<file path="config.mk">
export PLATFORM = sky130hd
export DESIGN_NAME = chg_supervisor
export DESIGN_NICKNAME = d
export VERILOG_FILES = /design/src/inc/chg_pkg.sv /design/src/rtl/chg_sync.sv /design/src/rtl/chg_supervisor.sv
export SDC_FILE = /design/constraint.sdc
export NUM_CORES = 1
export LEC_CHECK = 0
export ABC_AREA = 1
export ABC_CLOCK_PERIOD_IN_PS = 2000
export BUFFER_PORTS_ARGS = -buffer_cell sky130_fd_sc_hd__buf_2
export CORE_MARGIN = 8
export CORE_UTILIZATION = 35
export CTS_BUF_LIST = sky130_fd_sc_hd__clkbuf_16
export CTS_CLUSTER_DIAMETER = 200
export DETAILED_ROUTE_END_ITERATION = 8
export PLACE_DENSITY = 0.61
export SETUP_SLACK_MARGIN = 0.5
export SLEW_MARGIN = 20
export SYNTH_ARGS = -nofsm -noshare
export SYNTH_HDL_FRONTEND = slang
export SYNTH_HIERARCHICAL = 1
export SYNTH_SLANG_ARGS = --single-unit
</file>
<file path="constraint.sdc">
create_clock -name i_core_clk -period 2 [get_ports i_core_clk]
set_input_delay 0.2 -clock i_core_clk [delete_from_list [all_inputs] [get_ports i_core_clk]]
set_output_delay 0.2 -clock i_core_clk [all_outputs]
set_load 0.05 [all_outputs]
</file>
<file path="src/inc/chg_pkg.sv">
// Package with charger supervisor states, timer counts and status codes
package chg_pkg;
  typedef enum logic [3:0] {
    CHG_OFF, CHG_CHECK, CHG_START, CHG_PRE, CHG_CC, CHG_ABS, CHG_FLOAT,
    CHG_PRE_SUSP, CHG_CC_SUSP, CHG_ABS_SUSP, CHG_FLOAT_SUSP, CHG_FAULT
  } chg_state_t;

  localparam logic [21:0] CHG_ABS_TIMEOUT = 22'h1fffff;
  localparam int unsigned CHG_TMR_DIV     = 8;
  localparam logic [21:0] CHG_PRE_TIMEOUT = CHG_ABS_TIMEOUT / 22'(CHG_TMR_DIV);
  localparam int unsigned CHG_TMR_W       = 22;
  localparam int unsigned CHG_SYNC_W      = 10;
  localparam int unsigned CHG_START_NS    = 1000;
  localparam int unsigned CHG_CLK_NS      = 10;
  localparam int unsigned CHG_START_CYC   = (CHG_START_NS + CHG_CLK_NS - 1) / CHG_CLK_NS;
  localparam int unsigned CHG_START_W     = 8;
  localparam logic [1:0]  CHG_CODE_OFF    = 2'h3;
  localparam logic [1:0]  CHG_CODE_CHG    = 2'h2;
  localparam logic [1:0]  CHG_CODE_FLOAT  = 2'h0;
  localparam logic [1:0]  CHG_CODE_FAULT  = 2'h1;
  localparam int unsigned CHG_IDX_DD      = 0;
  localparam int unsigned CHG_IDX_FB_CV   = 1;
  localparam int unsigned CHG_IDX_FB_LOW  = 2;
  localparam int unsigned CHG_IDX_TEMP    = 3;
  localparam int unsigned CHG_IDX_REF     = 4;
  localparam int unsigned CHG_IDX_GATE    = 5;
  localparam int unsigned CHG_IDX_TAPER   = 6;
  localparam int unsigned CHG_IDX_HWF     = 7;
  localparam int unsigned CHG_IDX_TDIS    = 8;
  localparam int unsigned CHG_IDX_TMR     = 9;
endpackage

</file>
<file path="src/rtl/chg_sync.sv">
// Two-flop synchroniser bank for asynchronous sense inputs
`timescale 1ns/100ps
module chg_sync
  import chg_pkg::*;
(
  input  wire logic                  i_core_clk,
  input  wire logic                  i_rst,
  input  wire logic                  i_ce,
  input  wire logic [CHG_SYNC_W-1:0] i_async,
  output logic      [CHG_SYNC_W-1:0] o_sync
);
  logic [CHG_SYNC_W-1:0] meta_q;

  always_ff @(posedge i_core_clk) begin
    if (i_rst) begin
      meta_q <= '0;
      o_sync <= '0;
    end else if (i_ce) begin
      meta_q <= i_async;
      o_sync <= meta_q;
    end
  end
endmodule

</file>
<file path="src/rtl/chg_supervisor.sv">
// Lead-acid charger supervisor: charge states, safety timer, status flags, faults
// Function
// - Timer disabled setting: no counting, no timeout transitions anywhere.
// - Timer advances only in precharge and absorption states.
// - Precharge limit equals absorption count divided by 8.
// - Absorption timeout after 2097151 timer oscillator cycles.
// - Precharge timeout before battery rises above 1.26V gives latched fault.
// - Absorption timeout pulls high flag low and enters float.
// - Two open-drain flags form 2-bit code, high flag first.
// - Code 11 when off, 10 while precharge, CC or absorption.
// - Code 00 in float, 01 in fault or temperature suspend.
// - Power-up check hardware faults latch until power cycle.
// - Reference window, gate drive or low feedback latch fault in any state after the power-up check.
// - Battery below 1.25V in absorption or float latches fault.
// - Temperature outside window suspends charging and pauses timer.
// - Back in window resumes state; timer resumes except CC and float.
// - Temperature suspend is not latched; clears by itself.
// - After startup delay enter precharge if battery low, else CC.
// - Precharge exit above 1.26V clears timer, enters CC.
// - CC exits to absorption when feedback above CV threshold.
// - Taper current in absorption resets timer, high flag low, float.
`timescale 1ns/100ps
module chg_supervisor
  import chg_pkg::*;
(
  input  wire logic i_core_clk,
  input  wire logic i_rst,
  input  wire logic i_ce,
  input  wire logic i_enable,
  input  wire logic i_deep_discharge_sense,
  input  wire logic i_feedback_cv,
  input  wire logic i_feedback_low,
  input  wire logic i_temp_out_of_window,
  input  wire logic i_ref_out_of_window,
  input  wire logic i_gate_drive_ok,
  input  wire logic i_taper_current_reached,
  input  wire logic i_hw_fault_check,
  input  wire logic i_timer_disabled,
  input  wire logic i_timer_oscillator_input,
  output logic      o_status_flag_high_bit_oe,
  output logic      o_status_flag_low_bit_oe,
  output logic      o_status_flag_high_bit,
  output logic      o_status_flag_low_bit,
  output logic      o_converter_run,
  output logic      o_fault
);
  logic [CHG_SYNC_W-1:0]  sense_s;
  chg_state_t             state_q;
  chg_state_t             state_d;
  logic [CHG_TMR_W-1:0]   tmr_cnt_q;
  logic                   tmr_osc_q;
  logic                   tmr_edge;
  logic                   tmr_run;
  logic                   tmr_clear;
  logic [CHG_START_W-1:0] start_cnt_q;
  logic [1:0]             code_q;
  logic                   en_meta_q;
  logic                   en_q;
  logic                   dd_above, fb_cv, fb_low, temp_bad, ref_bad, gate_ok, taper;
  logic                   hw_fault, tdis, run_fault, pre_to, abs_to;

  chg_sync u_sync (
    .i_core_clk (i_core_clk),
    .i_rst      (i_rst),
    .i_ce       (i_ce),
    .i_async    ({i_timer_oscillator_input, i_timer_disabled, i_hw_fault_check,
                  i_taper_current_reached, i_gate_drive_ok, i_ref_out_of_window,
                  i_temp_out_of_window, i_feedback_low, i_feedback_cv,
                  i_deep_discharge_sense}),
    .o_sync     (sense_s)
  );

  assign dd_above = sense_s[CHG_IDX_DD];
  assign fb_cv    = sense_s[CHG_IDX_FB_CV];
  assign fb_low   = sense_s[CHG_IDX_FB_LOW];
  assign temp_bad = sense_s[CHG_IDX_TEMP];
  assign ref_bad  = sense_s[CHG_IDX_REF];
  assign gate_ok  = sense_s[CHG_IDX_GATE];
  assign taper    = sense_s[CHG_IDX_TAPER];
  assign hw_fault = sense_s[CHG_IDX_HWF];
  assign tdis     = sense_s[CHG_IDX_TDIS];

  // Enable pin is asynchronous too: own two flops
  always_ff @(posedge i_core_clk) begin
    if (i_rst) begin
      en_meta_q <= 1'b0;
      en_q      <= 1'b0;
    end else if (i_ce) begin
      en_meta_q <= i_enable;
      en_q      <= en_meta_q;
    end
  end

  // Rising edge of synchronised oscillator
  always_ff @(posedge i_core_clk) begin
    if (i_rst) begin
      tmr_osc_q <= 1'b0;
    end else if (i_ce) begin
      tmr_osc_q <= sense_s[CHG_IDX_TMR];
    end
  end
  assign tmr_edge = sense_s[CHG_IDX_TMR] & ~tmr_osc_q;

  assign tmr_run = ~tdis & ((state_q == CHG_PRE) | (state_q == CHG_ABS));
  assign pre_to  = ~tdis & (state_q == CHG_PRE) & (tmr_cnt_q >= CHG_PRE_TIMEOUT);
  assign abs_to  = ~tdis & (state_q == CHG_ABS) & (tmr_cnt_q >= CHG_ABS_TIMEOUT);
  assign run_fault = ref_bad | ~gate_ok | fb_low;

  always_comb begin
    state_d   = state_q;
    tmr_clear = 1'b0;
    case (state_q)
      CHG_OFF: begin
        if (en_q) begin
          state_d = CHG_CHECK;
        end
      end
      CHG_CHECK: begin
        if (hw_fault) begin
          state_d = CHG_FAULT;
        end else begin
          state_d = CHG_START;
        end
      end
      CHG_START: begin
        if (hw_fault) begin
          state_d = CHG_FAULT;
        end else if (start_cnt_q == CHG_START_W'(CHG_START_CYC - 1)) begin
          state_d   = dd_above ? CHG_CC : CHG_PRE;
          tmr_clear = 1'b1;
        end
      end
      CHG_PRE: begin
        if (dd_above) begin
          state_d   = CHG_CC;
          tmr_clear = 1'b1;
        end else if (pre_to) begin
          state_d = CHG_FAULT;
        end else if (temp_bad) begin
          state_d = CHG_PRE_SUSP;
        end
      end
      CHG_CC: begin
        if (temp_bad) begin
          state_d = CHG_CC_SUSP;
        end else if (fb_cv) begin
          state_d = CHG_ABS;
        end
      end
      CHG_ABS: begin
        if (!dd_above) begin
          state_d = CHG_FAULT;
        end else if (taper || abs_to) begin
          state_d   = CHG_FLOAT;
          tmr_clear = 1'b1;
        end else if (temp_bad) begin
          state_d = CHG_ABS_SUSP;
        end
      end
      CHG_FLOAT: begin
        if (!dd_above) begin
          state_d = CHG_FAULT;
        end else if (temp_bad) begin
          state_d = CHG_FLOAT_SUSP;
        end
      end
      CHG_PRE_SUSP:   if (!temp_bad) state_d = CHG_PRE;
      CHG_CC_SUSP:    if (!temp_bad) state_d = CHG_CC;
      CHG_ABS_SUSP:   if (!temp_bad) state_d = CHG_ABS;
      CHG_FLOAT_SUSP: if (!temp_bad) state_d = CHG_FLOAT;
      CHG_FAULT: state_d = CHG_FAULT;
      default:   state_d = CHG_FAULT;
    endcase
    if (state_q != CHG_OFF && state_q != CHG_CHECK && state_q != CHG_FAULT && run_fault) begin
      state_d = CHG_FAULT;
    end
  end

  always_ff @(posedge i_core_clk) begin
    if (i_rst) begin
      state_q <= CHG_OFF;
    end else if (i_ce) begin
      state_q <= state_d;
    end
  end

  always_ff @(posedge i_core_clk) begin
    if (i_rst) begin
      start_cnt_q <= '0;
    end else if (i_ce) begin
      start_cnt_q <= (state_q == CHG_START) ? start_cnt_q + 1'b1 : '0;
    end
  end

  // Safety timer holds its count through suspend states
  always_ff @(posedge i_core_clk) begin
    if (i_rst) begin
      tmr_cnt_q <= '0;
    end else if (i_ce) begin
      if (tmr_clear) begin
        tmr_cnt_q <= '0;
      end else if (tmr_run && tmr_edge && tmr_cnt_q != CHG_ABS_TIMEOUT) begin
        tmr_cnt_q <= tmr_cnt_q + 1'b1;
      end
    end
  end

  always_ff @(posedge i_core_clk) begin
    if (i_rst) begin
      code_q <= CHG_CODE_OFF;
    end else if (i_ce) begin
      case (state_d)
        CHG_OFF, CHG_CHECK, CHG_START: code_q <= CHG_CODE_OFF;
        CHG_PRE, CHG_CC, CHG_ABS:      code_q <= CHG_CODE_CHG;
        CHG_FLOAT:                     code_q <= CHG_CODE_FLOAT;
        default:                       code_q <= CHG_CODE_FAULT;
      endcase
    end
  end

  assign o_status_flag_high_bit    = 1'b0;
  assign o_status_flag_low_bit     = 1'b0;
  assign o_status_flag_high_bit_oe = ~code_q[1];
  assign o_status_flag_low_bit_oe  = ~code_q[0];
  assign o_converter_run = (state_q == CHG_PRE) | (state_q == CHG_CC) |
                           (state_q == CHG_ABS) | (state_q == CHG_FLOAT);
  assign o_fault = (state_q == CHG_FAULT);
endmodule

</file>
==> reports/metrics.cfg <==
[critical_path]
crit_buf_inv=1
critPathRequiredTime_ns=2.21
arrival_ns=2.06
crit_top_cell=nand2_2
slowest_stage=dfxtp_4
crit_fanout=9
critPathMaxStageDelay_ns=0.36
path_cells=ha_4 > inv_4 > nor2_4 > nand2_4 > nor2_4 > nand2_2 > nand2_2 > nand2_4 > nand3_4 > a21oi_4 > nand2_8 > nand2_8 > nand2_2 > a21oi_2
endpoint_kind=register
crit_type=reg -> reg
cp_top_family=simple AND/OR/NAND/NOR gates
critical_path.startpoint_type=register

[worst_hold_path]
hp-class=in -> reg

[yosys]
ys_top_cells_by_area=dfxtp_1 31%, nand2_1 12%, nor2_1 9.5%
synth.distinct_cells=41
synth-main-ff-cell=dfxtp_1
syn_inst=556
ys_ff_latch=59
netlist_area_sq_um=3789
yosys.area.top_type=dfxtp_1
ys_warn_count=6
synthArstFlopShare_pct=0
ys_seq_area_share_pct=31.18
synth_edf_count=0
synth.avg_cell_area_sq_um=6.814
yosysTopAreaCellShare_pct=31.18

[power]
power_density_nw_per_um2=655.8
ir_drop_uv=556.6
total_power_mw=3.169
p_leak_nw=2.065

[drt]
met2_length_mm=4.527
num_vias=3775
wl_per_cell_um=13.02
detail-route-antenna-nets=0
wl_met3_um=538
topRoutingLayerUsed=met4
drc=0
post_drt_via_cell_ratio=4.954
met1_length_mm=4.582
postRouteWirelength_mm=9.921
drt_iter0_drc=255
dr.pass1.iters=5

[sta]
final.min_clock_period_ns=1.854
hold_violations=0
setup_tns_ns=0
hold_ws_ns=0.1338
max_slew.worst_pin.slew_ns=0.5849
fin_skew_ns=0.005315
clock.fmax_mhz=539.4
slew_headroom_pct=60.96
period_share_pct=92.69
slew_viol_final=0
setup_viol=0
rsz0062_at_grt=true

[cts]
cts.sinks=59
cts_tree=yes
path_clk_slew_ns=0.06
cts_buffers=9
clk_latency_ns=0.33
clockBufferDepth=2
cts-root-buf=clkbuf_16
htree_levels=3

[floorplanning]
fp.dieH_um=120.0
fp-row-count=38
die-area_sq_um=14410
start_util_pct=35.42
die_w_um=120.0
io_pins=20
core_sq_um=10700

[layout]
fin_area_sq_um=4832
fillers=1055
fin_nets=633
synthToLayoutAreaGrowth_pct=27.54
drive_above_1_share_pct=31.03
diodes=0

[place]
dp_hpwl_mm=6.882
numPortBuffers=17
dpl_cell_area_sq_um=4139
finalWeightedCongestion=0.9247

[outcome]
status=finished clean

[global_route]
grt_pass1_wl_mm=16.79
gr-usage-all-layers_pct=14.06
gr-total-overflow=0
grt_antenna_before_repair=0
grt_max_degree=34
grt_pass1_vias=3636

[job]
maxCapViolCount=0

[worst paths after layout]
path	from	to	slack [ns]	cells past startpoint
worst min register to register	tmr_osc_q	tmr_osc_q	0.47	2
worst min-delay path	i_enable	en_meta_q	0.13	3
worst max-delay path	tmr_cnt_q[1]	tmr_cnt_q[9]	0.15	14
worst max register to register	tmr_cnt_q[1]	tmr_cnt_q[9]	0.15	14
[timing repair]
item,in CTS,in global routing
gates resized for setup,43,22
hold endpoints to repair,0,0
cloned,3,0
hold buffers,0,0
pin swaps,19,14
buffers inserted,18,2
setup endpoints to repair,33,31
[worst min-delay path: cells and delay by family]
family	cells	cell delay [ns]
buf+inv	1	0.09
simple gates	2	0.14
[layout by cell type (no fill, tap or decap), types with 3 or more instances in the layout]
cell type,Yosys,final
nand2_1,126,119
nor2_1,96,89
inv_1,59,56
dfxtp_1,59,51
buf_4,3,43
nand3_1,34,29
nand2_2,18,19
a21oi_1,20,18
a21oi_2,15,17
nand4_1,15,15
nand3_2,10,15
buf_2,3,15
nor3_1,11,10
nand2_4,2,9
xnor2_1,9,9
clkbuf_16,0,9
nor2_4,5,8
xor2_1,8,8
o21ai_0,10,8
buf_6,6,8
nor2_2,3,7
dfxtp_4,0,7
inv_2,5,6
inv_4,2,4
nand2_8,2,4
nor4_1,5,4
nor3b_1,5,4
clkinv_4,1,3
clkinvlp_4,0,3
[layer usage]
metal / global-route usage (%) / vias to the layer above
met5: 0 / -
met1: 18.03 / 1736
met4: 7.182 / 0
li1: - / 1894
met3: 2.865 / 20
met2: 21.94 / 125
[Yosys cell counts, types with 6 or more instances]
| library cell | instances |
|---|---|
| dfxtp_1 | 59 |
| a21oi_1 | 20 |
| nand3_2 | 10 |
| xnor2_1 | 9 |
| nor2_1 | 96 |
| nand2_2 | 18 |
| nand4_1 | 15 |
| nand3_1 | 34 |
| a21oi_2 | 15 |
| nand2_1 | 126 |
| inv_1 | 59 |
| buf_6 | 6 |
| clkbuf_1 | 6 |
| o21ai_0 | 10 |
| nor3_1 | 11 |
| xor2_1 | 8 |
[layout make-up]
| class | instances | area (sq um) | area share, % |
|---|---|---|---|
| inverter | 68 | 275.3 | 5.697 |
| clock inverter | 7 | 52.55 | 1.088 |
| sequential | 59 | 1209 | 25.01 |
| multi-input combinational | 413 | 2407 | 49.82 |
| clock buffer | 9 | 225.2 | 4.661 |
| tap | 140 | 175.2 | 3.625 |
| timing repair buffer | 66 | 488.0 | 10.10 |
[report_power, final]
group	internal (mW)	switching, mW
sequential	1.22	0.0482
clock	0.842	0.579
combinational	0.160	0.319
[cells by family after synthesis]
| family | share of synthesized area (%) |
|---|---|
| other cells | 0.09898 |
| simple gates | 43.89 |
| flops | 31.18 |
| fa+ha+maj | 0.6604 |
| xor+xnor | 3.930 |
| buf+inv | 11.43 |
| compound gates | 8.818 |
[through the flow]
step                std cells  util (%)  setup WS [ns]
floorplan                 557         -         0.1736
global route              762     45.17        0.05706
CTS                       760     44.13         0.1793
global placement          723     38.69        0.06803
detailed placement        723     38.69        0.08369
finish                    762     45.17         0.1461
[flip-flops by register name, summed over array words and instances (netlist names), 2 cells and up]
name,flops
code_q,2
start_cnt_q,8
u_sync/o_sync,10
u_sync/meta_q,10
tmr_cnt_q,22
state_q,4
(Power assumes the default switching activity.)
